$ cat src/shared/blrb_pkg.sv
package blrb_pkg;
    // Serial bus addressing and framing
    localparam logic [6:0] SLAVE_ADDR = 7'h36;
    localparam logic [3:0] BYTE_BITS  = 4'h8;

    // Register offsets
    localparam logic [7:0] OFS_REVISION = 8'h00;
    localparam logic [7:0] OFS_SWRST    = 8'h01;
    localparam logic [7:0] OFS_STRING   = 8'h10;
    localparam logic [1:0][7:0] OFS_ONOFF = {8'h12, 8'h11};
    localparam logic [7:0] OFS_RTRAMP   = 8'h13;
    localparam logic [7:0] OFS_RAMPSEL  = 8'h14;
    localparam logic [7:0] OFS_RSVD     = 8'h15;
    localparam logic [7:0] OFS_MAPCFG   = 8'h16;
    localparam logic [1:0][7:0] OFS_FULLSCALE = {8'h18, 8'h17};
    localparam logic [7:0] OFS_FEEDBACK = 8'h19;
    localparam logic [7:0] OFS_CONVCTL  = 8'h1a;
    localparam logic [7:0] OFS_AUTOTHR  = 8'h1b;
    localparam logic [7:0] OFS_PULSECFG = 8'h1c;
    localparam logic [1:0][7:0] OFS_LVL_LOW  = {8'h22, 8'h20};
    localparam logic [1:0][7:0] OFS_LVL_HIGH = {8'h23, 8'h21};
    localparam logic [7:0] OFS_BANKEN   = 8'h24;
    localparam logic [7:0] OFS_OPEN     = 8'hb0;
    localparam logic [7:0] OFS_SHORT    = 8'hb2;
    localparam logic [7:0] OFS_FAULTEN  = 8'hb4;

    // Reset values
    localparam logic [2:0] RST_STRING   = 3'h6;
    localparam logic [7:0] RST_ONOFF    = 8'h00;
    localparam logic [7:0] RST_RTRAMP   = 8'h00;
    localparam logic [3:0] RST_RAMPSEL  = 4'h0;
    localparam logic [7:0] RSVD_VALUE   = 8'h33;
    localparam logic [7:0] RST_MAPCFG   = 8'h00;
    localparam logic [4:0] RST_FULLSCALE = 5'h13;
    localparam logic [2:0] RST_FEEDBACK = 3'h7;
    localparam logic [4:0] RST_CONVCTL  = 5'h00;
    localparam logic [7:0] RST_AUTOTHR  = 8'hcf;
    localparam logic [3:0] RST_PULSECFG = 4'hc;
    localparam logic [1:0] RST_BANKEN   = 2'h0;

    // Field positions and masks
    localparam int          SWRST_BIT    = 0;
    localparam int          OPEN_EN_BIT  = 0;
    localparam int          SHORT_EN_BIT = 1;
    localparam logic [7:0]  MAPCFG_MASK  = 8'h0d;
    localparam int          LVL_LOW_W    = 3;
    localparam int          LVL_W        = 11;

    // Fastest and slowest ramp steps; the analog side times the ramps
    localparam int RAMP_MIN_US = 2048;
    localparam int RAMP_MAX_MS = 117440;

    typedef enum logic [2:0] {
        ST_IDLE, ST_ADDR, ST_INDEX, ST_WDATA, ST_RDATA, ST_RACK
    } blrb_state_t;
endpackage : blrb_pkg

$ cat src/shared/blrb_line_if.sv
`timescale 1ns/1ns
`default_nettype none
interface blrb_line_if;
    logic sclRise;
    logic sclFall;
    logic sdaBit;
    logic startEvt;
    logic stopEvt;
    modport sense (output sclRise, sclFall, sdaBit, startEvt, stopEvt);
    modport proto (input  sclRise, sclFall, sdaBit, startEvt, stopEvt);
endinterface : blrb_line_if
`default_nettype wire

$ cat src/hdl/blrb_line_sense.sv
`timescale 1ns/1ns
`default_nettype none
module blrb_line_sense (
    input  wire logic   clk_sys,
    input  wire logic   reset,
    input  wire logic   sclIn,
    input  wire logic   sdaIn,
    blrb_line_if.sense  line
);
    logic sclMeta_q;
    logic sclSync_q;
    logic sclPrev_q;
    logic sdaMeta_q;
    logic sdaSync_q;
    logic sdaPrev_q;

    // Two-stage synchronisers; idle bus reads high
    always_ff @(posedge clk_sys) begin
        if (reset) begin
            sclMeta_q <= 1'b1;
            sclSync_q <= 1'b1;
            sclPrev_q <= 1'b1;
            sdaMeta_q <= 1'b1;
            sdaSync_q <= 1'b1;
            sdaPrev_q <= 1'b1;
        end else begin
            sclMeta_q <= sclIn;
            sclSync_q <= sclMeta_q;
            sclPrev_q <= sclSync_q;
            sdaMeta_q <= sdaIn;
            sdaSync_q <= sdaMeta_q;
            sdaPrev_q <= sdaSync_q;
        end
    end

    wire sclSteadyHigh = sclSync_q & sclPrev_q;

    assign line.sclRise  = sclSync_q & ~sclPrev_q;
    assign line.sclFall  = ~sclSync_q & sclPrev_q;
    assign line.sdaBit   = sdaSync_q;
    // Data moving while the clock is high frames a transfer
    assign line.startEvt = sclSteadyHigh & sdaPrev_q & ~sdaSync_q;
    assign line.stopEvt  = sclSteadyHigh & ~sdaPrev_q & sdaSync_q;
endmodule : blrb_line_sense
`default_nettype wire

$ cat src/hdl/blrb_top.sv
`timescale 1ns/1ns
`default_nettype none
module blrb_top
    import blrb_pkg::*;
#(
    parameter logic [3:0] REV_CODE = 4'h7  // Arbitrary revision value
) (
    input  wire logic                  clk_sys,
    input  wire logic                  reset,
    input  wire logic                  sclIn,
    input  wire logic                  sdaIn,
    output var  logic                  sdaOut,
    output var  logic                  sdaOe,
    input  wire logic [2:0]            openFault,
    input  wire logic [2:0]            shortFault,
    output var  logic [2:0]            stringToBankB,
    output var  logic [7:0]            mappingCfg,
    output var  logic [1:0][4:0]       fullScale,
    output var  logic [2:0]            feedbackEn,
    output var  logic [4:0]            converterCtl,
    output var  logic [7:0]            autoFreqThr,
    output var  logic [3:0]            pulseCfg,
    output var  logic [1:0]            bankEnable,
    output var  logic [1:0][LVL_W-1:0] levelOut,
    output var  logic [1:0]            rampStart,
    output var  logic [1:0][3:0]       rampUpCode,
    output var  logic [1:0][3:0]       rampDownCode,
    output var  logic [1:0]            rampZero
);
    blrb_line_if line ();

    blrb_line_sense u_sense (
        .clk_sys (clk_sys),
        .reset   (reset),
        .sclIn   (sclIn),
        .sdaIn   (sdaIn),
        .line    (line)
    );

    blrb_state_t state_q;
    logic [3:0]  bitCnt_q;
    logic [7:0]  shift_q;
    logic [7:0]  txShift_q;
    logic [7:0]  index_q;
    logic        sdaOe_q;
    logic        sdaOut_q;
    logic        ackHold_q;
    logic        wrPulse_q;
    logic        swReset_q;

    logic [2:0]            stringSel_q;
    logic [1:0][7:0]       onOff_q;
    logic [7:0]            rtRamp_q;
    logic [3:0]            rampSel_q;
    logic [7:0]            mapCfg_q;
    logic [1:0][4:0]       fullScale_q;
    logic [2:0]            feedback_q;
    logic [4:0]            convCtl_q;
    logic [7:0]            autoThr_q;
    logic [3:0]            pulseCfg_q;
    logic [1:0][2:0]       lvlLow_q;
    logic [1:0][7:0]       lvlHigh_q;
    logic [1:0]            bankEn_q;
    logic [2:0]            openFlags_q;
    logic [2:0]            shortFlags_q;
    logic [1:0]            faultEn_q;
    logic [1:0][LVL_W-1:0] level_q;
    logic [1:0]            rampStart_q;
    logic [1:0][3:0]       rampUp_q;
    logic [1:0][3:0]       rampDown_q;
    logic [1:0]            rampZero_q;

    // Serial protocol decode
    wire rxState  = (state_q == ST_ADDR) || (state_q == ST_INDEX) ||
                    (state_q == ST_WDATA);
    wire bitCount = line.sclRise && !ackHold_q &&
                    (rxState || (state_q == ST_RDATA));
    wire byteDone = line.sclFall && !ackHold_q && (bitCnt_q == BYTE_BITS);
    // High-speed master codes never match, so they get no acknowledge
    wire addrHit  = (shift_q[7:1] == SLAVE_ADDR);
    wire takeAddr = byteDone && (state_q == ST_ADDR);
    wire takeIdx  = byteDone && (state_q == ST_INDEX);
    wire takeData = byteDone && (state_q == ST_WDATA);
    wire txDone   = byteDone && (state_q == ST_RDATA);
    wire ackNow   = (takeAddr && addrHit) || takeIdx || takeData;
    wire ackEnd   = line.sclFall && ackHold_q;
    wire rackFall = line.sclFall && (state_q == ST_RACK);
    wire loadTx   = (ackEnd && (state_q == ST_RDATA)) || rackFall;
    wire txNext   = line.sclFall && !ackHold_q && (state_q == ST_RDATA) &&
                    (bitCnt_q != 4'h0) && (bitCnt_q != BYTE_BITS);
    wire nackSeen = line.sclRise && (state_q == ST_RACK) && line.sdaBit;
    logic [7:0] rdData;

    always_ff @(posedge clk_sys) begin
        if (reset || line.stopEvt) begin
            state_q <= ST_IDLE;
        end else if (line.startEvt) begin
            state_q <= ST_ADDR;
        end else if (takeAddr) begin
            state_q <= !addrHit ? ST_IDLE :
                       (shift_q[0] ? ST_RDATA : ST_INDEX);
        end else if (takeIdx) begin
            state_q <= ST_WDATA;
        end else if (txDone) begin
            state_q <= ST_RACK;
        end else if (nackSeen) begin
            state_q <= ST_IDLE;
        end else if (rackFall) begin
            state_q <= ST_RDATA;
        end
    end

    always_ff @(posedge clk_sys) begin
        if (reset || line.startEvt || ackEnd || rackFall) begin
            bitCnt_q <= 4'h0;
        end else if (bitCount) begin
            bitCnt_q <= bitCnt_q + 4'h1;
        end
    end

    // Receive shifts in most significant bit first
    always_ff @(posedge clk_sys) begin
        if (reset) begin
            shift_q <= 8'h00;
        end else if (bitCount && rxState) begin
            shift_q <= {shift_q[6:0], line.sdaBit};
        end
    end

    always_ff @(posedge clk_sys) begin
        if (reset) begin
            txShift_q <= 8'h00;
        end else if (loadTx) begin
            txShift_q <= rdData;
        end else if (txNext) begin
            txShift_q <= {txShift_q[6:0], 1'b0};
        end
    end

    always_ff @(posedge clk_sys) begin
        if (reset || line.startEvt || line.stopEvt) begin
            ackHold_q <= 1'b0;
        end else if (ackNow) begin
            ackHold_q <= 1'b1;
        end else if (ackEnd) begin
            ackHold_q <= 1'b0;
        end
    end

    // Pull-down enable: acknowledge slot, then read data bits
    always_ff @(posedge clk_sys) begin
        if (reset || line.startEvt || line.stopEvt) begin
            sdaOe_q <= 1'b0;
        end else if (ackNow) begin
            sdaOe_q <= 1'b1;
        end else if (loadTx) begin
            sdaOe_q <= ~rdData[7];
        end else if (ackEnd || txDone) begin
            sdaOe_q <= 1'b0;
        end else if (txNext) begin
            sdaOe_q <= ~txShift_q[6];
        end
    end

    always_ff @(posedge clk_sys) begin
        if (reset) begin
            index_q   <= 8'h00;
            wrPulse_q <= 1'b0;
            sdaOut_q  <= 1'b0;
        end else begin
            if (takeIdx) begin
                index_q <= shift_q;
            end
            wrPulse_q <= takeData;
            sdaOut_q  <= 1'b0;
        end
    end

    // Register write decode
    wire wrOn     = wrPulse_q;
    wire wrSwRst  = wrOn && (index_q == OFS_SWRST);
    wire regClr   = reset || swReset_q;

    always_ff @(posedge clk_sys) begin
        if (reset) begin
            swReset_q <= 1'b0;
        end else begin
            swReset_q <= wrSwRst && shift_q[SWRST_BIT];
        end
    end

    always_ff @(posedge clk_sys) begin
        if (regClr) begin
            stringSel_q <= RST_STRING;
            rtRamp_q    <= RST_RTRAMP;
            rampSel_q   <= RST_RAMPSEL;
            mapCfg_q    <= RST_MAPCFG;
            feedback_q  <= RST_FEEDBACK;
            convCtl_q   <= RST_CONVCTL;
            autoThr_q   <= RST_AUTOTHR;
            pulseCfg_q  <= RST_PULSECFG;
            bankEn_q    <= RST_BANKEN;
            faultEn_q   <= 2'h0;
        end else if (wrOn) begin
            unique case (index_q)
                OFS_STRING:   stringSel_q <= shift_q[2:0];
                OFS_RTRAMP:   rtRamp_q    <= shift_q;
                OFS_RAMPSEL:  rampSel_q   <= shift_q[3:0];
                OFS_MAPCFG:   mapCfg_q    <= shift_q & MAPCFG_MASK;
                OFS_FEEDBACK: feedback_q  <= shift_q[2:0];
                OFS_CONVCTL:  convCtl_q   <= shift_q[4:0];
                OFS_AUTOTHR:  autoThr_q   <= shift_q;
                OFS_PULSECFG: pulseCfg_q  <= shift_q[3:0];
                OFS_BANKEN:   bankEn_q    <= shift_q[1:0];
                OFS_FAULTEN:  faultEn_q   <= shift_q[1:0];
                default: ;
            endcase
        end
    end

    // Flags follow the detectors only while detection is enabled
    always_ff @(posedge clk_sys) begin
        if (regClr) begin
            openFlags_q  <= 3'h0;
            shortFlags_q <= 3'h0;
        end else begin
            if (faultEn_q[OPEN_EN_BIT]) begin
                openFlags_q <= openFault;
            end
            if (faultEn_q[SHORT_EN_BIT]) begin
                shortFlags_q <= shortFault;
            end
        end
    end

    genvar b;
    generate
        for (b = 0; b < 2; b++) begin : g_bank
            wire       wrLow  = wrOn && (index_q == OFS_LVL_LOW[b]);
            wire       wrHigh = wrOn && (index_q == OFS_LVL_HIGH[b]);
            wire       wrRamp = wrOn && (index_q == OFS_ONOFF[b]);
            wire       wrFs   = wrOn && (index_q == OFS_FULLSCALE[b]);
            wire [1:0] sel    = rampSel_q[2*b +: 2];
            wire [3:0] upSrc  = sel[0] ? onOff_q[b][7:4] : rtRamp_q[7:4];
            wire [3:0] dnSrc  = sel[0] ? onOff_q[b][3:0] : rtRamp_q[3:0];

            always_ff @(posedge clk_sys) begin
                if (regClr) begin
                    onOff_q[b]     <= RST_ONOFF;
                    fullScale_q[b] <= RST_FULLSCALE;
                    lvlLow_q[b]    <= 3'h0;
                    lvlHigh_q[b]   <= 8'h00;
                end else begin
                    if (wrRamp) begin
                        onOff_q[b] <= shift_q;
                    end
                    if (wrFs) begin
                        fullScale_q[b] <= shift_q[4:0];
                    end
                    if (wrLow) begin
                        lvlLow_q[b] <= shift_q[LVL_LOW_W-1:0];
                    end
                    if (wrHigh) begin
                        lvlHigh_q[b] <= shift_q;
                    end
                end
            end

            // The high byte commits both halves and kicks off the ramp
            always_ff @(posedge clk_sys) begin
                if (regClr) begin
                    level_q[b]     <= '0;
                    rampStart_q[b] <= 1'b0;
                end else begin
                    if (wrHigh) begin
                        level_q[b] <= {shift_q, lvlLow_q[b]};
                    end
                    rampStart_q[b] <= wrHigh;
                end
            end

            always_ff @(posedge clk_sys) begin
                if (regClr) begin
                    rampUp_q[b]   <= 4'h0;
                    rampDown_q[b] <= 4'h0;
                    rampZero_q[b] <= 1'b0;
                end else begin
                    rampUp_q[b]   <= upSrc;
                    rampDown_q[b] <= dnSrc;
                    rampZero_q[b] <= sel[1];
                end
            end
        end
    endgenerate

    // Read mux; unused bits and unmapped indexes read zero
    // A process, so the mux follows every register it reads
    always_comb begin : readMux
        logic [7:0] v;
        v = 8'h00;
        unique case (index_q)
            OFS_REVISION:     v = {4'h0, REV_CODE};
            OFS_STRING:       v = {5'h00, stringSel_q};
            OFS_ONOFF[0]:     v = onOff_q[0];
            OFS_ONOFF[1]:     v = onOff_q[1];
            OFS_RTRAMP:       v = rtRamp_q;
            OFS_RAMPSEL:      v = {4'h0, rampSel_q};
            OFS_RSVD:         v = RSVD_VALUE;
            OFS_MAPCFG:       v = mapCfg_q;
            OFS_FULLSCALE[0]: v = {3'h0, fullScale_q[0]};
            OFS_FULLSCALE[1]: v = {3'h0, fullScale_q[1]};
            OFS_FEEDBACK:     v = {5'h00, feedback_q};
            OFS_CONVCTL:      v = {3'h0, convCtl_q};
            OFS_AUTOTHR:      v = autoThr_q;
            OFS_PULSECFG:     v = {4'h0, pulseCfg_q};
            OFS_LVL_LOW[0]:   v = {5'h00, lvlLow_q[0]};
            OFS_LVL_HIGH[0]:  v = lvlHigh_q[0];
            OFS_LVL_LOW[1]:   v = {5'h00, lvlLow_q[1]};
            OFS_LVL_HIGH[1]:  v = lvlHigh_q[1];
            OFS_BANKEN:       v = {6'h00, bankEn_q};
            OFS_OPEN:         v = {5'h00, openFlags_q};
            OFS_SHORT:        v = {5'h00, shortFlags_q};
            OFS_FAULTEN:      v = {6'h00, faultEn_q};
            default:          v = 8'h00;
        endcase
        rdData = v;
    end : readMux

    assign sdaOut        = sdaOut_q;
    assign sdaOe         = sdaOe_q;
    assign stringToBankB = stringSel_q;
    assign mappingCfg    = mapCfg_q;
    assign fullScale     = fullScale_q;
    assign feedbackEn    = feedback_q;
    assign converterCtl  = convCtl_q;
    assign autoFreqThr   = autoThr_q;
    assign pulseCfg      = pulseCfg_q;
    assign bankEnable    = bankEn_q;
    assign levelOut      = level_q;
    assign rampStart     = rampStart_q;
    assign rampUpCode    = rampUp_q;
    assign rampDownCode  = rampDown_q;
    assign rampZero      = rampZero_q;
endmodule : blrb_top
`default_nettype wire

$ cat config.mk
export PLATFORM = sky130hd
export DESIGN_NAME = blrb_top
export DESIGN_NICKNAME = d
export VERILOG_FILES = /design/src/shared/blrb_pkg.sv /design/src/shared/blrb_line_if.sv /design/src/hdl/blrb_line_sense.sv /design/src/hdl/blrb_top.sv
export SDC_FILE = /design/constraint.sdc
export NUM_CORES = 1
export LEC_CHECK = 0
export BUFFER_PORTS_ARGS = -buffer_cell sky130_fd_sc_hd__buf_2
export CORE_MARGIN = 1.5
export CORE_UTILIZATION = 30
export CTS_CLUSTER_SIZE = 24
export DETAILED_ROUTE_END_ITERATION = 7
export PLACE_DENSITY_LB_ADDON = 0.3
export REMOVE_ABC_BUFFERS = 1
export SLEW_MARGIN = 10
export SYNTH_ARGS = -nofsm -noshare
export SYNTH_HDL_FRONTEND = slang
export SYNTH_SLANG_ARGS = --single-unit
$ cat constraint.sdc
create_clock -name clk_sys -period 2.35 [get_ports clk_sys]
set_input_delay 0.3525 -clock clk_sys [delete_from_list [all_inputs] [get_ports clk_sys]]
set_output_delay 0.3525 -clock clk_sys [all_outputs]
set_load 0.01 [all_outputs]
==> metrics.md <==
| Metric | Value |
|---|---|
| Status | `completed` |
| Synth top area share | `between 40% and 50%` |
| GR Overflow Total | `0` |
| Reg clk slew, reported paths | `about 0.060 ns` |
| RSZ-0062 raised after global routing | `false` |
| Post-layout minimum cycle time | `roughly 2.2 ns` |
| WP data required | `2.70 ns` |
| N_diodes | `0` |
| Fraction of layout cells with a size suffix above 1 | `21.3%` |
| Setup WS post-layout | `0.110 ns` |
| Tot GR Track Use | `18.0%` |
| Prevailing post-synth register cell | `dfxtp_1` |
| Async SR Flop Fraction | `0%` |
| Hold WC Path Type | `in2reg` |
| HPWL after detailed placement | `between 15,000 and 20,000 um` |
| Die Area | `around 26,000 um^2` |
| Crit path DAT | `roughly 2.6 ns` |
| Htree depth | `4` |
| Largest net degree at the start of global routing | `38` |
| EDFF count, synth | `0` |
| Drc violations | `0` |
| Clk Latency, worst-skew pair | `approximately 0.43 ns` |
| Pwr/cell area | `between 600 and 700 nW/um^2` |
| CP max FO | `11` |
| Crit share post-route | `roughly 95%` |
| Placed cell count | `1,234` |
| Post-CTS Hold Buffers | `0` |
| Tot Pwr | `roughly 5.8 mW` |
| Post-cts sizing count | `0` |
| Total number of vias | `about 6,400` |
| Syn avg cell area | `8.88 um^2` |
| Antenna violations before repair | `0` |
| DR iter-0 viols | `~670` |
| MaxCap Viol Count | `0` |
| Number of global-route vias before repair | `5,996` |
| Vias per cell | `between 5 and 6` |
| Worst slew pin tran | `just under 0.7 ns` |
| WL/cell | `roughly 18 um` |
| CTS tree | `done` |
| Root buf cell | `clkbuf_16` |
| Final Net Count | `roughly 940` |
| Commonest cells post-synth | `162 x dfxtp_1, 147 x nor2_1, 114 x mux2i_1` |
| Number of clock buffers inserted by TritonCTS | `17` |
| Post-Syn Instances | `~840` |
| CP endpoint kind | `register` |
| Final setup viols | `0` |
| Core area | `24,300 um^2` |
| Post-synth cell types | `76` |
| Drt pass-1 iters | `5` |
| Max transition margin | `54.2%` |
| Seq/Total Area, Yosys | `~44%` |
| FMAX | `~450 MHz` |
| Leak | `a little under 4 nW` |
| Routed WL | `23,000 um` |
| Die Y | `between 150 and 200 um` |
| Startpoint Class | `register` |
| Most frequent cell after synthesis | `dfxtp_1` |
| Ys Warns | `0` |
| Final Instance Count excl. Fillers | `around 1,300` |
| IO Port Bufs | `90` |
| Cells on Worst Hold Path | `2` |
| CTS sink cnt | `162` |
| Bufs on Longest Clock Path | `2` |
| Area contributors post-synth | `dfxtp_1 44%, mux2i_1 15%, nor2_1 7.4%` |
| Crit Path Class | `reg2reg` |
| Fin. Hold Viols | `0` |
| Register bit total from synthesis | `about 160` |
| Worst-case reg-to-reg path depth | `6` |
| Routability cong. | `between 0.9 and 1` |
| I/O pin count | `97` |
| Cell Area, Synth | `7450 um^2` |
| Pre-CTS setup slack | `roughly 0.14 ns` |
| Die Span X | `approximately 160 um` |
| Antenna Violating Nets Remaining | `0` |
| Cell taking the most area after synthesis | `dfxtp_1` |
| Clk_skew | `about 0.0096 ns` |
| Postcts setup bufs | `0` |
| Global-route wire length before repair | `~36,000 um` |
| Initial Util | `between 30% and 40%` |
| Site Rows | `57` |
| Pins over their slew limit | `0` |
| Peak supply drop | `roughly 420 uV` |
| Area growth syn-to-layout | `20.9%` |
cells by family after synthesis:
family	after synthesis	synth area share (%)
AO/OA/AOI/OAI	122	11.0
AND/OR/NAND/NOR	342	22.6
flip-flops	162	43.5
XOR/XNOR	6	0.705
multiplexers	122	16.7
other	1	0.0503
buffers and inverters	82	5.07
adder cells (fa/ha/maj)	2	0.336
report_power, final:
group / switching, mW / leakage, nW / internal (mW) / total (mW)
Sequential: 0.00687 / 1.31 / 2.75 / 2.76
Combinational: 0.0688 / 2.27 / 0.0283 / 0.0971
Clock: 1.18 / 0.290 / 1.74 / 2.92
Total: 1.26 / 3.86 / 4.52 / 5.77
sequential cells by signal, indices dropped and copies added (netlist names), 6 cells and up:
register / count
autoFreqThr: 8
levelOut: 6
txShift_q: 7
onOff_q: 16
lvlHigh_q: 16
shift_q: 8
rtRamp_q: 8
lvlLow_q: 6
rampUpCode: 8
rampDownCode: 8
fullScale: 10
index_q: 8
worst paths after layout:
check	slack (ns)	endpoint	startpoint
worst max-delay path	0.11	txShift_q[6]	index_q[4]
worst min-delay path	0.11	u_sense.sclMeta_q	sclIn
worst max register to register	0.11	txShift_q[6]	index_q[4]
worst min register to register	0.41	u_sense.line.sdaBit	u_sense.sdaMeta_q
metal layers:
layer	global-route usage, %	vias to the layer above	share of wire (%)
li1	-	3104	-
met4	5.69	0	1.5
met5	0	-	0
met1	26.0	3074	49
met2	26.9	178	44
met3	3.54	23	4.9
worst max-delay path: stages, from the launching register on:
cell and delay (ns):
dfxtp_1 0.56, or4b_4 0.61, nor2_1 0.27, nand2_1 0.13, a41oi_2 0.26, a22oi_1 0.12, a211oi_2 0.23
cell usage in the layout, fill, tap and decap left out, drive strengths merged, types with 4 or more instances in the layout:
cell type and instances:
nor4b 4, nand2 60, clkbuf 21, o211ai 8, nand3b 5, mux2 7
a21oi 36, xor2 4, nor2b 13, a22o 6, nand3 49, nor3 10
a22oi 7, and3 7, clkinv 4, a31oi 6, buf 142, mux2i 114
nand4 6, a211oi 6, o21ai 22, nand2b 5, nor2 148, nor4 4
dfxtp 162, conb 6, and2 7, or2 8, o31ai 4, inv 7
through the flow:
stage               hold WS (ns)  TNS, ns  area (um^2)  utilization, %
floorplan                  0.389   -20.55         7120               -
global placement           0.393        0         8400            34.5
detailed placement         0.396        0         8400            34.5
CTS                       0.0899        0         9010            37.1
global route               0.101        0         9010            37.1
finish                     0.108        0         9010            37.1
final cells by class:
class                      instances  area [um^2]
clock inverter                    11          153
fill                            2510        15300
tap                              324          405
clock buffer                      21          460
sequential                       162         3240
inverter                           6         22.5
timing repair buffer             142          866
multi-input combinational        600         3860
Power figures use the tool's default switching activity.
